==> src/rtl/dis_pkg.sv <==
package dis_pkg;

  // Channel count and shift register length.
  localparam int unsigned NUM_CH = 8;

  // System clock rate.
  localparam int unsigned CLK_HZ = 20_000_000;

  // Debounce intervals in milliseconds.
  localparam int unsigned DB_LONG_MS  = 3;
  localparam int unsigned DB_SHORT_MS = 1;
  localparam int unsigned DB_NONE_MS  = 0;

  // Debounce intervals in clock cycles.
  localparam int unsigned DB_LONG_CYC  = DB_LONG_MS * (CLK_HZ / 1000);
  localparam int unsigned DB_SHORT_CYC = DB_SHORT_MS * (CLK_HZ / 1000);

  // Temperature trip points in degrees Celsius.
  localparam int unsigned TEMP_WARN_C = 150;
  localparam int unsigned TEMP_SHDN_C = 170;

  // Reset values.
  localparam logic [NUM_CH-1:0] SHIFT_RST = 8'h00;

  // FIFO depth in the sample path.
  localparam int unsigned FIFO_DEPTH = 16;

  // Debounce selection decoded from the two select pins (1 = open).
  typedef enum logic [3:0] {
    DIS_DB_3MS    = 4'b0001,
    DIS_DB_1MS    = 4'b0010,
    DIS_DB_BYPASS = 4'b0100,
    DIS_DB_RSVD   = 4'b1000
  } dis_db_mode_t;

  // Host serial control pins, synchronised.
  typedef struct packed {
    logic capture_n;
    logic shift_en_n;
    logic sclk;
    logic serial_in;
  } dis_ctl_t;

  // Pin drive pair for a tri-stated output.
  typedef struct packed {
    logic level;
    logic oe;
  } dis_pin_t;

endpackage

==> src/rtl/dis_serializer.sv <==
`timescale 1ns/1ns
//////////////////////////////////////////////////////////////////////////////////////////////////
// Function
// - Accept input level only after stable interval.
// - Select pins choose 3 ms, 1 ms, bypass.
// - Capture low loads filtered levels continuously.
// - Capture high blocks parallel loading.
// - Shift on clock rise with enable low.
// - Enable high holds register, ignores clocks.
// - Shift toward output, serial input enters.
// - One eight-stage register, stage per channel.
// - After eight shifts output follows input.
// - Flag low above first trip point.
// - Serial output and flag tri-state above second trip.
// - Flag released, pull-down keeps it low.
//////////////////////////////////////////////////////////////////////////////////////////////////
module dis_serializer #(
  parameter int unsigned LONG_CYC  = dis_pkg::DB_LONG_CYC,
  parameter int unsigned SHORT_CYC = dis_pkg::DB_SHORT_CYC
) (
  // Clock and reset.
  input  wire logic                       clk,
  input  wire logic                       resetn,
  // Field side.
  input  wire logic [dis_pkg::NUM_CH-1:0] field_inputs,
  input  wire logic                       filter_select_low,
  input  wire logic                       filter_select_high,
  // Host serial pins.
  input  wire logic                       parallel_capture_n,
  input  wire logic                       shift_enable_n,
  input  wire logic                       serial_clock,
  input  wire logic                       chain_serial_in,
  output logic                            chain_serial_out,
  output logic                            chain_serial_out_oe,
  // Temperature monitor.
  input  wire logic [7:0]                 die_temp_c,
  output logic                            overtemp_flag_n,
  output logic                            overtemp_flag_n_oe,
  // Capture history stream.
  output logic                            sample_valid,
  input  wire logic                       sample_ready,
  output logic [dis_pkg::NUM_CH-1:0]      sample_data,
  output logic                            sample_dropped_ff
);
  import dis_pkg::*;

  localparam int unsigned CW = $clog2(LONG_CYC + 1);

  //////////////////////////////////////////////////////////////////////////////////////////////////
  // Pin synchronisers.
  //////////////////////////////////////////////////////////////////////////////////////////////////
  logic [NUM_CH-1:0] field_meta_ff;
  logic [NUM_CH-1:0] field_sync_ff;
  dis_ctl_t          ctl_meta_ff;
  dis_ctl_t          ctl_ff;
  logic [1:0]        sel_meta_ff;
  logic [1:0]        sel_ff;
  logic              sclk_prev_ff;

  always_ff @(posedge clk) begin
    if (!resetn) begin
      field_meta_ff <= '0;
      field_sync_ff <= '0;
      ctl_meta_ff   <= '{capture_n: 1'b1, shift_en_n: 1'b1, sclk: 1'b0, serial_in: 1'b1};
      ctl_ff        <= '{capture_n: 1'b1, shift_en_n: 1'b1, sclk: 1'b0, serial_in: 1'b1};
      sel_meta_ff   <= 2'h3;
      sel_ff        <= 2'h3;
      sclk_prev_ff  <= 1'b0;
    end else begin
      field_meta_ff <= field_inputs;
      field_sync_ff <= field_meta_ff;
      ctl_meta_ff   <= '{capture_n: parallel_capture_n, shift_en_n: shift_enable_n,
                         sclk: serial_clock, serial_in: chain_serial_in};
      ctl_ff        <= ctl_meta_ff;
      sel_meta_ff   <= {filter_select_high, filter_select_low};
      sel_ff        <= sel_meta_ff;
      sclk_prev_ff  <= ctl_ff.sclk;
    end
  end

  //////////////////////////////////////////////////////////////////////////////////////////////////
  // Debounce selection.
  //////////////////////////////////////////////////////////////////////////////////////////////////
  dis_db_mode_t db_mode;
  logic [CW-1:0] db_limit;

  // The select pins read high when left open.
  always_comb begin
    db_mode = DIS_DB_RSVD;
    if (sel_ff == 2'h3) begin
      db_mode = DIS_DB_3MS;
    end else if (sel_ff == 2'h2) begin
      db_mode = DIS_DB_1MS;
    end else if (sel_ff == 2'h1) begin
      db_mode = DIS_DB_BYPASS;
    end
  end

  // The reserved code falls back to the longest interval, the safest reading.
  always_comb begin
    db_limit = CW'(LONG_CYC);
    case (db_mode)
      DIS_DB_3MS:    db_limit = CW'(LONG_CYC);
      DIS_DB_1MS:    db_limit = CW'(SHORT_CYC);
      DIS_DB_BYPASS: db_limit = '0;
      default:       db_limit = CW'(LONG_CYC);
    endcase
  end

  //////////////////////////////////////////////////////////////////////////////////////////////////
  // Debounce filters, one per channel.
  //////////////////////////////////////////////////////////////////////////////////////////////////
  logic [NUM_CH-1:0] stable_ff;
  logic [NUM_CH-1:0] filtered_levels;
  logic [CW-1:0]     db_cnt_ff [NUM_CH];

  for (genvar i = 0; i < NUM_CH; i++) begin : g_db
    always_ff @(posedge clk) begin
      if (!resetn) begin
        stable_ff[i] <= 1'b0;
        db_cnt_ff[i] <= '0;
      end else if (field_sync_ff[i] == stable_ff[i]) begin
        db_cnt_ff[i] <= '0;
      end else if (db_cnt_ff[i] + 1'b1 >= db_limit) begin
        stable_ff[i] <= field_sync_ff[i];
        db_cnt_ff[i] <= '0;
      end else begin
        db_cnt_ff[i] <= CW'(db_cnt_ff[i] + 1'b1);
      end
    end
  end

  // In bypass the raw synchronised level goes straight through.
  assign filtered_levels = (db_mode == DIS_DB_BYPASS) ? field_sync_ff : stable_ff;

  //////////////////////////////////////////////////////////////////////////////////////////////////
  // Shift register.
  //////////////////////////////////////////////////////////////////////////////////////////////////
  logic [NUM_CH-1:0] shift_ff;
  logic [NUM_CH-1:0] nxt_shift;
  logic              sclk_rise;
  logic              do_shift;

  assign sclk_rise = ctl_ff.sclk && !sclk_prev_ff;
  assign do_shift  = ctl_ff.capture_n && !ctl_ff.shift_en_n && sclk_rise;

  // Stage 0 takes the serial input; the top stage feeds the output.
  always_comb begin
    nxt_shift = shift_ff;
    if (!ctl_ff.capture_n) begin
      nxt_shift = filtered_levels;
    end else if (do_shift) begin
      nxt_shift = {shift_ff[NUM_CH-2:0], ctl_ff.serial_in};
    end
  end

  always_ff @(posedge clk) begin
    if (!resetn) begin
      shift_ff <= SHIFT_RST;
    end else begin
      shift_ff <= nxt_shift;
    end
  end

  //////////////////////////////////////////////////////////////////////////////////////////////////
  // Temperature monitor and output drivers.
  //////////////////////////////////////////////////////////////////////////////////////////////////
  logic hot_ff;
  logic shdn_ff;

  always_ff @(posedge clk) begin
    if (!resetn) begin
      hot_ff  <= 1'b0;
      shdn_ff <= 1'b0;
    end else begin
      hot_ff  <= (die_temp_c > 8'(TEMP_WARN_C));
      shdn_ff <= (die_temp_c > 8'(TEMP_SHDN_C));
    end
  end

  // The serial output follows the top stage every cycle, with no clock edge needed.
  always_ff @(posedge clk) begin
    if (!resetn) begin
      chain_serial_out    <= 1'b0;
      chain_serial_out_oe <= 1'b0;
      overtemp_flag_n     <= 1'b1;
      overtemp_flag_n_oe  <= 1'b0;
    end else begin
      chain_serial_out    <= nxt_shift[NUM_CH-1];
      chain_serial_out_oe <= !shdn_ff;
      overtemp_flag_n     <= !hot_ff;
      overtemp_flag_n_oe  <= !shdn_ff;
    end
  end

  //////////////////////////////////////////////////////////////////////////////////////////////////
  // Capture history: one word per falling capture edge.
  //////////////////////////////////////////////////////////////////////////////////////////////////
  logic cap_prev_ff;
  logic fifo_in_ready;
  logic cap_fall;

  assign cap_fall = cap_prev_ff && !ctl_ff.capture_n;

  always_ff @(posedge clk) begin
    if (!resetn) begin
      cap_prev_ff       <= 1'b1;
      sample_dropped_ff <= 1'b0;
    end else begin
      cap_prev_ff <= ctl_ff.capture_n;
      if (cap_fall && !fifo_in_ready) begin
        sample_dropped_ff <= 1'b1;
      end
    end
  end

  dis_fifo #(
    .WIDTH (NUM_CH),
    .DEPTH (FIFO_DEPTH)
  ) u_fifo (
    .clk       (clk),
    .resetn    (resetn),
    .in_valid  (cap_fall),
    .in_ready  (fifo_in_ready),
    .in_data   (filtered_levels),
    .out_valid (sample_valid),
    .out_ready (sample_ready),
    .out_data  (sample_data)
  );

  //////////////////////////////////////////////////////////////////////////////////////////////////
  // Checks.
  //////////////////////////////////////////////////////////////////////////////////////////////////
  property p_load;
    @(posedge clk) disable iff (!resetn)
    !ctl_ff.capture_n |=> shift_ff == $past(filtered_levels);
  endproperty
  a_load: assert property (p_load) else $error("capture low did not load");

  property p_block;
    @(posedge clk) disable iff (!resetn)
    ctl_ff.capture_n && !do_shift |=> $stable(shift_ff);
  endproperty
  a_block: assert property (p_block) else $error("register changed without shift");

  property p_shift;
    @(posedge clk) disable iff (!resetn)
    do_shift |=> shift_ff == {$past(shift_ff[NUM_CH-2:0]), $past(ctl_ff.serial_in)};
  endproperty
  a_shift: assert property (p_shift) else $error("shift result wrong");

  property p_hold;
    @(posedge clk) disable iff (!resetn)
    ctl_ff.capture_n && ctl_ff.shift_en_n && sclk_rise |=> $stable(shift_ff);
  endproperty
  a_hold: assert property (p_hold) else $error("enable high did not hold");

  property p_sout;
    @(posedge clk) disable iff (!resetn)
    ##1 chain_serial_out == shift_ff[NUM_CH-1];
  endproperty
  a_sout: assert property (p_sout) else $error("serial out not top stage");

  property p_db;
    @(posedge clk) disable iff (!resetn)
    $past(db_mode) != DIS_DB_BYPASS && $changed(stable_ff) |->
      (($past(field_sync_ff, 2) ^ stable_ff) & ($past(stable_ff) ^ stable_ff)) == '0;
  endproperty
  a_db: assert property (p_db) else $error("filter took unstable level");

  property p_hot;
    @(posedge clk) disable iff (!resetn)
    die_temp_c > 8'(TEMP_WARN_C) ##1 die_temp_c > 8'(TEMP_WARN_C) |=> !overtemp_flag_n;
  endproperty
  a_hot: assert property (p_hot) else $error("flag not low when hot");

  property p_shdn;
    @(posedge clk) disable iff (!resetn)
    die_temp_c > 8'(TEMP_SHDN_C) |=> ##1 !chain_serial_out_oe && !overtemp_flag_n_oe;
  endproperty
  a_shdn: assert property (p_shdn) else $error("outputs not released at shutdown");

  property p_capout;
    @(posedge clk) disable iff (!resetn)
    !ctl_ff.capture_n |=> chain_serial_out == $past(filtered_levels[NUM_CH-1]);
  endproperty
  a_capout: assert property (p_capout) else $error("capture did not show top stage");

  property p_shout;
    @(posedge clk) disable iff (!resetn)
    do_shift |=> chain_serial_out == $past(shift_ff[NUM_CH-2]);
  endproperty
  a_shout: assert property (p_shout) else $error("output missed next stage");

  property p_bypass;
    @(posedge clk) disable iff (!resetn)
    db_mode == DIS_DB_BYPASS |=> stable_ff == $past(field_sync_ff);
  endproperty
  a_bypass: assert property (p_bypass) else $error("bypass did not pass level");

  property p_cnt;
    @(posedge clk) disable iff (!resetn)
    db_cnt_ff[0] < CW'(LONG_CYC);
  endproperty
  a_cnt: assert property (p_cnt) else $error("filter count out of range");

  property p_cool;
    @(posedge clk) disable iff (!resetn)
    die_temp_c <= 8'(TEMP_WARN_C) |=> ##1 overtemp_flag_n;
  endproperty
  a_cool: assert property (p_cool) else $error("flag low while cool");

  property p_oe_on;
    @(posedge clk) disable iff (!resetn)
    die_temp_c <= 8'(TEMP_SHDN_C) |=> ##1 chain_serial_out_oe && overtemp_flag_n_oe;
  endproperty
  a_oe_on: assert property (p_oe_on) else $error("outputs released below shutdown");

  // Shutdown releases the flag pin while the value behind it stays low.
  property p_flag_rel;
    @(posedge clk) disable iff (!resetn)
    die_temp_c > 8'(TEMP_SHDN_C) |=> ##1 !overtemp_flag_n && !overtemp_flag_n_oe;
  endproperty
  a_flag_rel: assert property (p_flag_rel) else $error("flag not released low");

  property p_rst_oe;
    @(posedge clk)
    !resetn |=> !chain_serial_out_oe && !overtemp_flag_n_oe;
  endproperty
  a_rst_oe: assert property (p_rst_oe) else $error("outputs driven after reset");

  property p_stand;
    @(posedge clk) disable iff (!resetn)
    sample_valid && !sample_ready |=> sample_valid && $stable(sample_data);
  endproperty
  a_stand: assert property (p_stand) else $error("stream word did not stand");

  property p_drop_set;
    @(posedge clk) disable iff (!resetn)
    cap_fall && !fifo_in_ready |=> sample_dropped_ff;
  endproperty
  a_drop_set: assert property (p_drop_set) else $error("lost word not flagged");

  property p_drop_keep;
    @(posedge clk) disable iff (!resetn)
    sample_dropped_ff |=> sample_dropped_ff;
  endproperty
  a_drop_keep: assert property (p_drop_keep) else $error("drop flag cleared");

endmodule

==> src/rtl/dis_fifo.sv <==
`timescale 1ns/1ns
module dis_fifo #(
  parameter int unsigned WIDTH = 8,
  parameter int unsigned DEPTH = 16
) (
  // Clock and reset.
  input  wire logic             clk,
  input  wire logic             resetn,
  // Fill side.
  input  wire logic             in_valid,
  output logic                  in_ready,
  input  wire logic [WIDTH-1:0] in_data,
  // Drain side.
  output logic                  out_valid,
  input  wire logic             out_ready,
  output logic [WIDTH-1:0]      out_data
);
  localparam int unsigned AW = $clog2(DEPTH);

  logic [WIDTH-1:0] mem_ff [DEPTH];
  logic [AW-1:0]    wr_ptr_ff;
  logic [AW-1:0]    rd_ptr_ff;
  logic [AW:0]      count_ff;
  logic             push;
  logic             pop;

  // A word leaves the memory when the output register is empty or being drained.
  // The output register counts toward the depth, so the buffer holds DEPTH words in all.
  assign in_ready = ((count_ff + (AW+1)'(out_valid)) < (AW+1)'(DEPTH));
  assign push     = in_valid && in_ready;
  assign pop      = (!out_valid || out_ready) && (count_ff != '0);

  always_ff @(posedge clk) begin
    if (push) begin
      mem_ff[wr_ptr_ff] <= in_data;
    end
  end

  always_ff @(posedge clk) begin
    if (!resetn) begin
      wr_ptr_ff <= '0;
      rd_ptr_ff <= '0;
      count_ff  <= '0;
    end else begin
      if (push) begin
        wr_ptr_ff <= AW'(wr_ptr_ff + 1'b1);
      end
      if (pop) begin
        rd_ptr_ff <= AW'(rd_ptr_ff + 1'b1);
      end
      if (push && !pop) begin
        count_ff <= (AW+1)'(count_ff + 1'b1);
      end else if (pop && !push) begin
        count_ff <= (AW+1)'(count_ff - 1'b1);
      end
    end
  end

  // Output register: refilled whenever it is empty or being drained.
  always_ff @(posedge clk) begin
    if (!resetn) begin
      out_valid <= 1'b0;
      out_data  <= '0;
    end else if (!out_valid || out_ready) begin
      out_valid <= pop;
      if (pop) begin
        out_data <= mem_ff[rd_ptr_ff];
      end
    end
  end

endmodule

==> config.mk <==
export PLATFORM = sky130hd
export DESIGN_NAME = dis_serializer
export DESIGN_NICKNAME = d
export VERILOG_FILES = /design/src/rtl/dis_pkg.sv /design/src/rtl/dis_serializer.sv /design/src/rtl/dis_fifo.sv
export SDC_FILE = /design/constraint.sdc
export NUM_CORES = 1
export LEC_CHECK = 0
export ABC_AREA = 1
export BUFFER_PORTS_ARGS = -buffer_cell sky130_fd_sc_hd__clkbuf_2
export CELL_PAD_IN_SITES_DETAIL_PLACEMENT = 1
export CELL_PAD_IN_SITES_GLOBAL_PLACEMENT = 1
export CORE_MARGIN = 2
export CORE_UTILIZATION = 54
export CTS_BUF_LIST = sky130_fd_sc_hd__clkbuf_8
export DETAILED_ROUTE_END_ITERATION = 10
export HOLD_SLACK_MARGIN = 0.02
export PLACE_DENSITY_LB_ADDON = 0.1
export SLEW_MARGIN = 20
export SYNTH_ARGS = -nofsm -noshare
export SYNTH_HDL_FRONTEND = slang
export SYNTH_SLANG_ARGS = --single-unit
==> constraint.sdc <==
create_clock -name clk -period 4.2 [get_ports clk]
set_input_delay 0.21 -clock clk [delete_from_list [all_inputs] [get_ports clk]]
set_output_delay 0.21 -clock clk [all_outputs]
set_load 0.03 [all_outputs]
==> results.tsv <==
metric	value	unit
initial antenna violation count	0	
Routed WL per cell	18.46	um
Worst Path Required	4.64	ns
VDD IR max	0.0004572	V
Worst Tran Pin Value	1.086	ns
CTS buffer count	57	
critical path class	reg2reg	
Reg clk slew, reported paths	0.07	ns
Initial Utilization	55.17	%
Total GRT Usage	29.32	%
Final Cycle Share	87.94	%
slew margin rel.	27.58	%
Final Hold Fails	0	
Fmax	270.8	MHz
Clk Tree Root Cell	clkbuf_8	
WP data arrival	4.13	ns
Max clock buf depth	3	
CP Capture Type	flop	
register area share after synthesis	52.28	%
#FFs+latches synth	329	
placed inst area	18550	um2
Std-Cell Rows	65	
Cells after Synth	1970	
number of global-route vias before repair	15330	
nets	2295	
Tmin final	3.693	ns
Post-CTS Setup Bufs	0	
Clock Sinks	329	
num ports	39	
GRT overflow	0	
diode count	0	
pwr dens	428.5	nW/um2
area leader, netlist	edfxtp_1	
largest net degree at the start of global routing	66	
YS warnings	0	
# port buffers	38	
Post-Route Setup TNS	0	ns
worst-case reg-to-reg path depth	20	
Via density	5.407	
routed vias	14220	
drt first-iter violations	727	
total power	8.501	mW
status	completed	
Clock Skew	0.02116	ns
area share of the largest cell type after synthesis	43.93	%
die height	184.0	um
hold depth	3	
cell area after layout	19840	um2
ratio of cells with drive above 1 in the final layout	10.28	%
drt pass-1 iters	5	
DP HPWL	31.03	mm
first-pass GRT wire length	78.05	mm
Async S/R FF share, synth	0	%
core area	31720	um2
Max stage delay on crit path	0.39	ns
worst skew pair latency	0.62	ns
P_leak	9.036	nW
DRC Markers	0	
Hold Crit Class	in2reg	
DRT antenna net count	0	
post-synthesis cell area	17500	um2
CTS tree	yes	
die footprint	33860	um2
DIE WIDTH	184.0	um
top-count cell post-synth	nand2_1	
crit-path most repeated cell	nand2_1	
ranking of synthesized cells by area	edfxtp_1 44%, dfxtp_1 8.4%, nand2_1 7.5%, nor2_1 7.1%, ha_1 6.1%	
Startpoint Class	flop	
Final Max Slew Viols	0	
post-synthesis area per instance	8.883	um2
Crit Path Max Fanout	15	
H-tree lvl count	2	
Synth-to-Final Area Change	13.36	%
Final setup viols	0	
max cap viols	0	
RSZ-0062 raised after global routing	false	
CP max-delay cell	edfxtp_1	
ys flop type	edfxtp_1	
worst path cell trace	ha_1, nand2_1, nor2_2, nand2_1, nor2_1, inv_1, nor2_1, nand4_1, xor2_1, inv_1, ha_1, nand2_1, inv_1, o21ai_0, nand2_1, nor2_1, nand3_1, nand2_1, nand3_2, nor3_1	
Routed Wire Length	48.56	mm
routability congestion estimate	0.7892	
Post-synth top cells	351 x nand2_1, 330 x nor2_1, 274 x inv_1	
Post-synth EDFFs	256	
unique cell type count in the Yosys netlist	47	
worst max-delay path: cells and delay by family (launching register included):
kind	cells	cell delay (ns)
AND/OR/NAND/NOR	13	1.91
XOR/XNOR	1	0.22
buffers and inverters	3	0.19
adder cells (fa/ha/maj)	2	0.56
flip-flops	1	0.39
AO/OA/AOI/OAI	1	0.25
routing by layer:
metal | global-route usage (%) | part of all wire (%) | routed length (um)
met1 | 33.84 | 40 | 19290
met2 | 53.69 | 52 | 25180
met3 | 5.151 | 4.9 | 2382
met4 | 11.90 | 3.5 | 1704
met5 | 0 | 0 | 0
timing repair:
action	CTS	global route
hold endpoints to repair	17	0
hold buffers	20	0
gates resized for setup	0	0
state kept, by name (all words and copies together), names as in the netlist, 2 cells and up:
register and count:
u_fifo.count_ff 5, db_cnt_ff 128, shift_ff 7, field_meta_ff 8, u_fifo.mem_ff 128, u_fifo.wr_ptr_ff 4
ctl_meta_ff 4, stable_ff 8, sel_ff 2, sel_meta_ff 2, u_fifo.out_data 8, u_fifo.rd_ptr_ff 4
ctl_ff 4, field_sync_ff 8
worst paths after layout:
| check | slack [ns] | to | start |
|---|---|---|---|
| worst max register to register | 0.51 | db_cnt_ff[1][26]$_SDFFCE_PN0P_ | db_cnt_ff[1][16]$_SDFFCE_PN0P_ |
| worst min register to register | 0.38 | overtemp_flag_n$_SDFF_PN1_ | hot_ff$_SDFF_PN0_ |
| worst max-delay path | 0.51 | db_cnt_ff[1][26]$_SDFFCE_PN0P_ | db_cnt_ff[1][16]$_SDFFCE_PN0P_ |
| worst min-delay path | 0.24 | overtemp_flag_n$_SDFF_PN1_ | resetn |
report_power, final:
group / switching [mW] / internal (mW)
logic: 1.12 / 0.507
clock network: 1.42 / 1.52
registers: 0.246 / 3.69
total: 2.79 / 5.71
area by class of cell:
cell class	count	area, um2
Clock buffer	61	839.6
Sequential cell	329	9151
Fill cell	3778	11880
Multi-Input combinational cell	1436	7511
Tap cell	402	503.0
Clock inverter	43	251.5
Inverter	285	1071
Timing Repair Buffer	74	510.5
metrics by stage:
stage               hold slack (ns)  setup WS [ns]  util (%)  instances
finish                       0.2383         0.5066     62.54       2630
global route                 0.2292        0.09281     62.54       2630
CTS                          0.2017         0.6283     62.54       2630
detailed placement           0.3771         0.6950     58.47       2506
global placement             0.3594         0.9036     58.47       2506
floorplan                    0.3076          1.331         -       2097
cells by family (layout without fill, tap and decap cells):
family                     count (synthesis)  count (layout)  share of synthesized area, %
AOI/OAI and AO/OA                        203             203                         6.592
buffers and inverters                    332             463                         7.558
xor gates and xnor gates                  66              66                         3.303
and+or+nand+nor                          952             952                         23.98
other                                      1             128                       0.02143
adders and majority gates                 87              87                         6.263
DFF                                      329             329                         52.28
cell usage in the layout, fill, tap and decap left out, types with 33 or more instances in the layout:
cell / instances
ha_1: 85
inv_1: 296
clkbuf_8: 61
nor2_2: 41
nand3_1: 127
clkbuf_2: 38
nor2_1: 330
xor2_1: 43
nand2_1: 351
dfxtp_1: 71
conb_1: 128
a21oi_1: 39
o21ai_0: 103
o211ai_1: 33
edfxtp_1: 256
Note: power is estimated with default switching activity, not from simulation.
